## src/verilog/vsl_params.svh

```systemverilog
// Purpose: constants for the sync and luminance control registers
// Assumes: 8-bit registers at subaddresses 0x08 and 0x09
// Notes: bit positions and reset values used by vsl_ctrl
// Contract
// - auto bit set: device picks field standard
// - select bit: 0=50Hz/625, 1=60Hz/525, manual only
// - forced toggle makes parity flip every field
// - time constant 00 TV, 01 VTR, 11 fast
// - loop bit 1 opens horizontal PLL
// - noise field: normal, fast, free run, bypass
// - bypass bit disables trap/comb filter
// - comb bit picks comb over trap
// - extra delay: one NTSC, two PAL lines
// - bandwidth bit selects wide notch, less luma
// - codes 1-7: peaking 8.0 to 1.6 dB
// - 0 plain, 8-15 low-pass, top three notch
`ifndef VSL_PARAMS_SVH
`define VSL_PARAMS_SVH

`define VSL_ADDR_SYNC 8'h08
`define VSL_ADDR_LUMA 8'h09

`define VSL_SYNC_RESET 8'h98
`define VSL_LUMA_RESET 8'h00

`define VSL_B_AUTO_FIELD 7
`define VSL_B_FIELD_SEL 6
`define VSL_B_FORCED_TGL 5
`define VSL_F_HTC_HI 4
`define VSL_F_HTC_LO 3
`define VSL_B_HLOOP_OPEN 2
`define VSL_F_VNOI_HI 1
`define VSL_F_VNOI_LO 0

`define VSL_B_BYPASS 7
`define VSL_B_COMB_EN 6
`define VSL_B_EXTRA_DEL 5
`define VSL_B_REMOD_BW 4
`define VSL_F_SHARP_HI 3
`define VSL_F_SHARP_LO 0

`define VSL_LINES_50HZ 10'h271
`define VSL_LINES_60HZ 10'h20d
`define VSL_DELAY_NTSC 2'h1
`define VSL_DELAY_PAL 2'h2
`define VSL_DELAY_NONE 2'h0

`define VSL_SHARP_PLAIN 4'h0
`define VSL_SHARP_LP_MIN 4'h8
`define VSL_SHARP_NOTCH_MIN 4'hd

// peaking gains in tenths of a dB, all at 4.1 MHz
`define VSL_PEAK_1 7'h50
`define VSL_PEAK_2 7'h44
`define VSL_PEAK_3 7'h33
`define VSL_PEAK_4 7'h29
`define VSL_PEAK_5 7'h1e
`define VSL_PEAK_6 7'h17
`define VSL_PEAK_7 7'h10
`define VSL_PEAK_NONE 7'h00

`endif

```

## src/verilog/vsl_pkg.sv

```systemverilog
// Purpose: types for the video sync and luminance control block
// Assumes: nothing beyond the params header
// Notes: enums drive the decoded mode outputs
package vsl_pkg;

	typedef enum logic [1:0] {
		VSL_HTC_TV = 2'b00,
		VSL_HTC_VTR = 2'b01,
		VSL_HTC_RSVD = 2'b10,
		VSL_HTC_FAST = 2'b11
	} vsl_htc_t;

	typedef enum logic [1:0] {
		VSL_VNR_NORMAL = 2'b00,
		VSL_VNR_FAST = 2'b01,
		VSL_VNR_FREE = 2'b10,
		VSL_VNR_BYPASS = 2'b11
	} vsl_vnr_t;

	typedef enum logic [1:0] {
		VSL_LUMA_TRAP = 2'b00,
		VSL_LUMA_COMB = 2'b01,
		VSL_LUMA_BYPASS = 2'b10
	} vsl_luma_t;

endpackage

```

## src/verilog/vsl_ctrl.sv

```systemverilog
// Purpose: sync and luminance control registers with decoded controls
// Assumes: register port and status inputs come from logic on clock_i
// Notes: read data is registered, valid one cycle after rd_en_i
`timescale 1ns/1ps
`include "vsl_params.svh"

module vsl_ctrl (
	input wire logic clock_i, // 40 MHz line-locked clock
	input wire logic rst_n_i, // async reset, active low
	input wire logic wr_en_i, // register write strobe
	input wire logic rd_en_i, // register read strobe
	input wire logic [7:0] subaddr_i, // register subaddress
	input wire logic [7:0] wr_data_i, // write data
	output logic [7:0] rd_data_o, // read data
	output logic rd_valid_o, // read data valid pulse
	input wire logic detected_60hz_i, // detector: 60 Hz source seen
	input wire logic source_interlaced_i, // detector: source interlaced
	input wire logic field_start_i, // pulse at each field start
	input wire logic std_is_pal_i, // colour standard is PAL
	output logic field_60hz_o, // active field standard is 60 Hz
	output logic [9:0] lines_per_frame_o, // 625 or 525
	output logic field_parity_o, // odd/even field signal
	output vsl_pkg::vsl_htc_t htc_mode_o, // horizontal time constant
	output logic htc_reserved_o, // reserved time constant code
	output logic horiz_loop_open_o, // horizontal PLL opened
	output vsl_pkg::vsl_vnr_t vnr_mode_o, // vertical noise reduction
	output logic vnr_fast_conflict_o, // fast noise mode with auto on
	output vsl_pkg::vsl_luma_t luma_path_o, // trap, comb or bypass
	output logic [1:0] extra_delay_lines_o, // added delay in lines
	output logic wide_notch_o, // wide chroma notch selected
	output logic peaking_en_o, // sharpness peaking active
	output logic [6:0] peaking_gain_o, // peaking gain in 0.1 dB
	output logic lowpass_en_o, // sharpness low-pass active
	output logic [2:0] lowpass_level_o, // low-pass strength 0..7
	output logic lowpass_notch_o // low-pass with added notch
);

	// peaking gain table for the enhancement codes
	function automatic logic [6:0] peak_gain(input logic [3:0] code);
		logic [6:0] g;
		g = `VSL_PEAK_NONE;
		case (code)
			4'h1: g = `VSL_PEAK_1;
			4'h2: g = `VSL_PEAK_2;
			4'h3: g = `VSL_PEAK_3;
			4'h4: g = `VSL_PEAK_4;
			4'h5: g = `VSL_PEAK_5;
			4'h6: g = `VSL_PEAK_6;
			4'h7: g = `VSL_PEAK_7;
			default: g = `VSL_PEAK_NONE;
		endcase
		return g;
	endfunction

	function automatic logic is_lowpass(input logic [3:0] code);
		return code >= `VSL_SHARP_LP_MIN;
	endfunction

	function automatic logic is_peaking(input logic [3:0] code);
		return (code != `VSL_SHARP_PLAIN) && !is_lowpass(code);
	endfunction

	logic [7:0] sync_ff;
	logic [7:0] luma_ff;
	logic [7:0] rd_data_ff;
	logic rd_valid_ff;
	logic parity_ff;
	logic field_60hz_ff;
	logic [9:0] lines_ff;
	vsl_pkg::vsl_htc_t htc_ff;
	logic htc_rsvd_ff;
	logic hloop_ff;
	vsl_pkg::vsl_vnr_t vnr_ff;
	logic conflict_ff;
	vsl_pkg::vsl_luma_t luma_path_ff;
	logic [1:0] delay_ff;
	logic notch_ff;
	logic peak_en_ff;
	logic [6:0] peak_gain_ff;
	logic lp_en_ff;
	logic [2:0] lp_level_ff;
	logic lp_notch_ff;

	wire hit_sync = subaddr_i == `VSL_ADDR_SYNC;
	wire hit_luma = subaddr_i == `VSL_ADDR_LUMA;
	wire wr_sync = wr_en_i && hit_sync;
	wire wr_luma = wr_en_i && hit_luma;

	// register write, fields hold until rewritten
	wire [7:0] nxt_sync = wr_sync ? wr_data_i : sync_ff;
	wire [7:0] nxt_luma = wr_luma ? wr_data_i : luma_ff;

	// readback, unmapped subaddresses read zero
	wire [7:0] rd_sel = hit_sync ? sync_ff :
		(hit_luma ? luma_ff : 8'h00);
	wire [7:0] nxt_rd_data = rd_en_i ? rd_sel : rd_data_ff;

	wire auto_field = sync_ff[`VSL_B_AUTO_FIELD];
	wire field_sel = sync_ff[`VSL_B_FIELD_SEL];
	wire forced_tgl = sync_ff[`VSL_B_FORCED_TGL];
	wire [1:0] htc_code = sync_ff[`VSL_F_HTC_HI:`VSL_F_HTC_LO];
	wire hloop_open = sync_ff[`VSL_B_HLOOP_OPEN];
	wire [1:0] vnr_code = sync_ff[`VSL_F_VNOI_HI:`VSL_F_VNOI_LO];

	wire bypass = luma_ff[`VSL_B_BYPASS];
	wire comb_en = luma_ff[`VSL_B_COMB_EN];
	wire extra_del = luma_ff[`VSL_B_EXTRA_DEL];
	wire remod_bw = luma_ff[`VSL_B_REMOD_BW];
	wire [3:0] sharp = luma_ff[`VSL_F_SHARP_HI:`VSL_F_SHARP_LO];

	// field standard: detector in auto, select bit in manual
	wire nxt_field_60hz = auto_field ? detected_60hz_i : field_sel;
	wire [9:0] nxt_lines = nxt_field_60hz ?
		`VSL_LINES_60HZ : `VSL_LINES_50HZ;

	// parity flips per field for interlaced or forced
	wire tgl_now = field_start_i && (source_interlaced_i || forced_tgl);
	wire nxt_parity = tgl_now ? !parity_ff : parity_ff;

	wire [1:0] nxt_htc_code = htc_code;
	wire nxt_htc_rsvd = htc_code == 2'(vsl_pkg::VSL_HTC_RSVD);
	wire nxt_hloop = hloop_open;
	wire [1:0] nxt_vnr_code = vnr_code;
	// flags host misuse: fast noise mode while auto detect is on
	wire nxt_conflict = auto_field &&
		(vnr_code == 2'(vsl_pkg::VSL_VNR_FAST));

	// luma path: bypass wins, else comb or trap
	wire [1:0] nxt_luma_path = bypass ? 2'(vsl_pkg::VSL_LUMA_BYPASS) :
		(comb_en ? 2'(vsl_pkg::VSL_LUMA_COMB) :
		2'(vsl_pkg::VSL_LUMA_TRAP));

	// extra delay only applies outside comb operation
	wire comb_active = !bypass && comb_en;
	wire [1:0] std_delay = std_is_pal_i ? `VSL_DELAY_PAL : `VSL_DELAY_NTSC;
	wire [1:0] nxt_delay = (extra_del && !comb_active) ?
		std_delay : `VSL_DELAY_NONE;

	wire nxt_notch = remod_bw;

	wire nxt_peak_en = is_peaking(sharp);
	wire [6:0] nxt_peak_gain = peak_gain(sharp);
	wire nxt_lp_en = is_lowpass(sharp);
	wire [2:0] nxt_lp_level = nxt_lp_en ? sharp[2:0] : 3'h0;
	wire nxt_lp_notch = sharp >= `VSL_SHARP_NOTCH_MIN;

	always_ff @(posedge clock_i or negedge rst_n_i) begin
		if (!rst_n_i) begin
			sync_ff <= `VSL_SYNC_RESET;
			luma_ff <= `VSL_LUMA_RESET;
			rd_data_ff <= 8'h00;
			rd_valid_ff <= 1'b0;
		end else begin
			sync_ff <= nxt_sync;
			luma_ff <= nxt_luma;
			rd_data_ff <= nxt_rd_data;
			rd_valid_ff <= rd_en_i;
		end
	end

	always_ff @(posedge clock_i or negedge rst_n_i) begin
		if (!rst_n_i) begin
			field_60hz_ff <= 1'b0;
			lines_ff <= `VSL_LINES_50HZ;
			parity_ff <= 1'b0;
			htc_ff <= vsl_pkg::VSL_HTC_FAST;
			htc_rsvd_ff <= 1'b0;
			hloop_ff <= 1'b0;
			vnr_ff <= vsl_pkg::VSL_VNR_NORMAL;
			conflict_ff <= 1'b0;
		end else begin
			field_60hz_ff <= nxt_field_60hz;
			lines_ff <= nxt_lines;
			parity_ff <= nxt_parity;
			htc_ff <= vsl_pkg::vsl_htc_t'(nxt_htc_code);
			htc_rsvd_ff <= nxt_htc_rsvd;
			hloop_ff <= nxt_hloop;
			vnr_ff <= vsl_pkg::vsl_vnr_t'(nxt_vnr_code);
			conflict_ff <= nxt_conflict;
		end
	end

	always_ff @(posedge clock_i or negedge rst_n_i) begin
		if (!rst_n_i) begin
			luma_path_ff <= vsl_pkg::VSL_LUMA_TRAP;
			delay_ff <= `VSL_DELAY_NONE;
			notch_ff <= 1'b0;
			peak_en_ff <= 1'b0;
			peak_gain_ff <= `VSL_PEAK_NONE;
			lp_en_ff <= 1'b0;
			lp_level_ff <= 3'h0;
			lp_notch_ff <= 1'b0;
		end else begin
			luma_path_ff <= vsl_pkg::vsl_luma_t'(nxt_luma_path);
			delay_ff <= nxt_delay;
			notch_ff <= nxt_notch;
			peak_en_ff <= nxt_peak_en;
			peak_gain_ff <= nxt_peak_gain;
			lp_en_ff <= nxt_lp_en;
			lp_level_ff <= nxt_lp_level;
			lp_notch_ff <= nxt_lp_notch;
		end
	end

	assign rd_data_o = rd_data_ff;
	assign rd_valid_o = rd_valid_ff;
	assign field_60hz_o = field_60hz_ff;
	assign lines_per_frame_o = lines_ff;
	assign field_parity_o = parity_ff;
	assign htc_mode_o = htc_ff;
	assign htc_reserved_o = htc_rsvd_ff;
	assign horiz_loop_open_o = hloop_ff;
	assign vnr_mode_o = vnr_ff;
	assign vnr_fast_conflict_o = conflict_ff;
	assign luma_path_o = luma_path_ff;
	assign extra_delay_lines_o = delay_ff;
	assign wide_notch_o = notch_ff;
	assign peaking_en_o = peak_en_ff;
	assign peaking_gain_o = peak_gain_ff;
	assign lowpass_en_o = lp_en_ff;
	assign lowpass_level_o = lp_level_ff;
	assign lowpass_notch_o = lp_notch_ff;

endmodule // vsl_ctrl

```

## config.mk

```make
export PLATFORM = sky130hd
export DESIGN_NAME = vsl_ctrl
export DESIGN_NICKNAME = d
export VERILOG_FILES = /design/src/verilog/vsl_pkg.sv /design/src/verilog/vsl_ctrl.sv
export VERILOG_INCLUDE_DIRS = /design/src /design/src/verilog
export SDC_FILE = /design/constraint.sdc
export NUM_CORES = 1
export LEC_CHECK = 0
export BUFFER_PORTS_ARGS = -buffer_cell sky130_fd_sc_hd__buf_2
export CORE_MARGIN = 3
export CORE_UTILIZATION = 40
export CTS_CLUSTER_DIAMETER = 150
export CTS_CLUSTER_SIZE = 28
export DETAILED_ROUTE_END_ITERATION = 10
export PLACE_DENSITY = 0.68
export SLEW_MARGIN = 20
export SYNTH_ARGS = -nofsm -noshare
export SYNTH_HDL_FRONTEND = slang
export SYNTH_SLANG_ARGS = --single-unit
```

## constraint.sdc

```tcl
create_clock -name clock_i -period 1 [get_ports clock_i]
set_input_delay 0.3 -clock clock_i [delete_from_list [all_inputs] [get_ports clock_i]]
set_output_delay 0.3 -clock clock_i [all_outputs]
set_load 0.05 [all_outputs]
```

Word-level counts from Yosys, hierarchy flattened
Index checks and enable logic that the tools add are counted.
W data, S select, Z words.
- div/mod/pow operators: 0
- bitwise operators: 0
- magnitude comparators: 2
- multiply operators: 0
- eq/ne operators: 11
- add/subtract/negate cells: 0
- mux-type cells: 10
- reductions and logical operators: 13
- shift operators: 0
- operators by type and width (kind ; count):
    $pmux W7 S7 ; 1
    $eq A4 B3 Y1 const B ; 4
    $eq A8 B4 Y1 const B ; 2
    $mux W8 ; 2
    $eq A4 B2 Y1 const B ; 2
    $ge A4 B4 Y1 const B ; 2
    $logic_and A1 B1 Y1 ; 7
    $mux W7 ; 1
    $mux W2 ; 3
    $eq A4 B1 Y1 const B ; 1
    $logic_not A1 Y1 ; 4
    $reduce_bool A4 Y1 ; 1
    $mux W3 ; 1
    $eq A2 B1 Y1 const B ; 1
    $eq A2 B2 Y1 const B ; 1
    $mux W1 ; 2
    $logic_or A1 B1 Y1 ; 1
- memories kept: 0
- register bits after elaboration: 62
- latch bits: 0
- input port bits: 24
- word-level logic and storage cells: 56
- output and inout bits: 46
- bits in writable memories: 0
- ROM bits: 0

Depth between registers and ports, before layout
- depth after elaboration: 5
- gate-level depth with buffers: 4
- mapped depth without buffers: 3

Worst setup path before layout
Ideal clock, no wire load.
- kind: input to register
- from: in subaddr_i[6]
- to: reg sync_ff[0]
- setup time: 0.125 ns
- cell stages on the path: 3
- data arrival time: 1.194 ns
- data required time: 0.875 ns
- path slack: -0.319 ns
- buffers on the path: 0
- path through: nor4b_4 > nand4b_2 > mux2_2
- cells in the longest elaborated chain, start to end: 2
- RTL lines (item ; line ; RTL):
    from (decl) ; vsl_ctrl.sv:12 ; input wire logic [7:0] subaddr_i,
    $eq A8 B4 Y1 (no line) ; n/a ;
    $logic_and A1 B1 Y1 ; vsl_ctrl.sv:86 ; wire wr_sync = wr_en_i && hit_sync;
    to (signal assigned) ; vsl_ctrl.sv:149 ; sync_ff <= `VSL_SYNC_RESET;
    to (signal assigned) ; vsl_ctrl.sv:154 ; sync_ff <= nxt_sync;
    to (decl) ; vsl_ctrl.sv:63 ; logic [7:0] sync_ff;
No other way between the ends.
A chain may end at the register's enable or synchronous reset.

==> flow_summary.toml <==
[clock_tree]
path_clk_slew_ns = 0.08
cts_tree = "built"
clock-sinks = 53
cts_buffer_depth = 2
htree_levels = 2
cts_root_buf = "clkbuf_8"
cts_buffers = 5
clk-insertion-delay-late_ns = 0.30

[placed_design]
place_area_um2 = 2500
port_buffers = 64
hpwl_um = 2820
place_congestion = 0.762
dp_slack_ns = -0.482

[critical_path]
crit_fanout = 3
path_delay_family = "flip-flops"
cp-start-kind = "register"
critPathRequiredTime_ns = 0.70
regToRegEndpoint = "peaking_gain_o[5]"
r2r_slack_ns = -0.02
cp_num_buf_inv = 1
crit_chain = "buf_6"
rr_worst_depth = 2
critPathMaxStageDelay_ns = 0.64
r2r_start = "luma_ff[1]"
crit_path_end_kind = "output pin"
cp.arrival_ns = 1.10
criticalPathCategory = "register to output pin"
cpMaxStageDelayCell = "dfstp_4"

[detailed_routing]
met1Wirelength_um = 1690
drt_pass1_iterations = 4
route.met2.wl_um = 2040
postRouteAntennaNets = 0
met3_length_um = 203
post_drt_wl_per_cell_um = 13.6
detail_route.iter0.violations = 69
routed-via-count = 1379
top_layer = "met4"
drt_wl_total_um = 4060
route.detailed.drc = 0
via_per_inst = 4.61

[power]
powerDensity_nw_per_um2 = 1560
combPwrFrac_pct = 18.9
intPower_w = 0.00343
power.switching_w = 0.00125
seq_power_share_pct = 49.8
ir_drop_v = 0.000693
switching_share_pct = 26.7
power.leakage_nw = 1.50
p_clk_share_pct = 31.2
finalPower_w = 0.00467

[die]
die_w_um = 78.2
die_y_um = 78.2
core_um2 = 4880
initial_core_util_pct = 42.7
die_area_um2 = 6110
boundaryPins = 70
rows = 25

[run_status]
status = "complete, but fails checks"
violations = "setup timing"

[timing]
finalMaxSlewViolations = 0
period_needed_ns = 1.40
finalClockSkew_ns = 0.00382
setup_tns_ns = -9.13
setup_slack_ns = -0.401
hold_viol = 0
fin_hold_ws_ns = 0.147
fin_crit_sh_pct = 140
clock.fmax_mhz = 714
setup_viol = 58
rsz0062_at_grt = "true"

[hold_path]
hold_start = "std_is_pal_i"
whs_path_depth = 2
hold_path.class = "primary input to register"
hold_end = "extra_delay_lines_o[0]"

[layout]
drive_above_1_share_pct = 55.6
fin_area_um2 = 2990
fin_nets = 255
fillers = 390
syn_to_final_growth_pct = 43.5
num_antenna_cells = 0

[global_route]
grt_pass1_vias = 1420
grt_use_total_pct = 14.5
antenna_found_initial = 0
grt_pass1_wl_um = 6860
grt_max_degree = 54
overflow = 0

[synthesis]
syn_inst = 158
yosysUniqueCellTypes = 29
avgSynthCellArea_um2 = 13.2
ys_warn_count = 0
synth_area_leaders = "dfrtp_1 56%, mux2_2 13%, dfstp_2 7.6%"
yosysTopAreaCellShare_pct = 56.5
yosysTopAreaCell = "dfrtp_1"
ys_ff_latch = 53
synth-seq-area-share_pct = 64.0
syn_area_um2 = 2080

[run]
cap_violations = 0
placed cells by master, fill, tap and decap left out, types with 4 or more instances in the layout:
cell type   n
inv_1      10
dfrtp_1    45
conb_1      5
buf_6      47
dfstp_2     5
buf_4       7
nand2_1    10
o22ai_1     7
clkbuf_8    6
mux2_2     22
buf_2      22
nor2_1      4
synth_stat cells:
cell type and n:
a211oi_1 1, a21oi_1 4, and2_1 3, and3_1 1
buf_2 1, buf_4 9, clkbuf_1 7, conb_1 2
dfrtp_1 47, dfstp_2 6, inv_1 10, mux2_2 24
mux2i_1 1, nand2_1 11, nand2b_1 3, nand3b_1 2
nand4_2 1, nand4b_2 1, nor2_1 4, nor2b_1 1
nor3_1 2, nor3_2 1, nor3b_1 1, nor4b_4 1
o21a_1 1, o21ai_0 1, o22ai_1 8, or3b_2 1
xnor2_1 3
layer usage:
metal	up-vias	global-route usage (%)
met5	-	0
met4	0	8.57
met2	48	22.7
met3	10	3.21
met1	665	18.4
li1	656	-
registers in the layout, summed over array words and instances, names as in the netlist:
name                 cells
htc_mode_o               2
lowpass_level_o          3
field_parity_o           1
sync_ff                  8
rd_data_o                8
extra_delay_lines_o      2
lowpass_notch_o          1
horiz_loop_open_o        1
luma_path_o              2
lines_per_frame_o        2
htc_reserved_o           1
luma_ff                  8
lowpass_en_o             1
vnr_mode_o               2
rd_valid_o               1
peaking_gain_o           7
vnr_fast_conflict_o      1
wide_notch_o             1
peaking_en_o             1
through the flow:
| step | std cells | utilization [%] |
|---|---|---|
| 2_1_floorplan | 161 | - |
| 3_3_place_gp | 286 | 51.3 |
| 3_5_place_dp | 286 | 51.3 |
| 4_1_cts | 296 | 59.9 |
| 5_1_grt | 299 | 61.3 |
| 6_report | 299 | 61.3 |
worst max path at each step:
stage,start,to,depth (start not counted)
after floorplan,subaddr_i[6],sync_ff[0],3
after global placement,subaddr_i[6],sync_ff[0],5
after detailed placement,subaddr_i[6],luma_ff[3],5
after CTS,lines_per_frame_o[5],lines_per_frame_o[4],1
after global routing,lines_per_frame_o[5],lines_per_frame_o[4],1
final,lines_per_frame_o[5],lines_per_frame_o[4],1
power by group through the flow:
stage	clock, W	combinational, W	sequential, W
floorplan	0	0.000282	0.00261
global placement	0	0.000722	0.00235
detailed placement	0	0.000728	0.00235
CTS	0.00151	0.000874	0.00233
global route	0.00159	0.000934	0.00234
finish	0.00146	0.000885	0.00233
cell type report:
cell class / instances / area, µm² / area share (%)
clock inverter: 1 / 30.0 / 1.00
clock buffer: 7 / 86.3 / 2.89
inverter: 10 / 37.5 / 1.26
timing repair buffer: 80 / 752 / 25.2
multi-input combinational: 81 / 659 / 22.1
sequential: 53 / 1340 / 44.8
tap: 67 / 83.8 / 2.80
timing repair:
action,in CTS,in global routing
setup endpoints to repair,61,71
hold endpoints to repair,47,0
gates resized for setup,90,11
hold buffers,1,0
gates cloned,0,1
pin swaps,3,1
buffers inserted,1,2
cell families (layout without fill, tap and decap cells):
family / Yosys count / count (layout) / share of synthesized area, %
AND/OR/NAND/NOR: 33 / 33 / 10.0
AO/OA/AOI/OAI: 15 / 15 / 4.32
flip-flops: 53 / 53 / 64.0
XOR/XNOR: 3 / 3 / 1.26
multiplexers: 25 / 25 / 13.5
buffers and inverters: 27 / 98 / 6.55
other: 2 / 5 / 0.360
(Power assumes the default switching activity.)
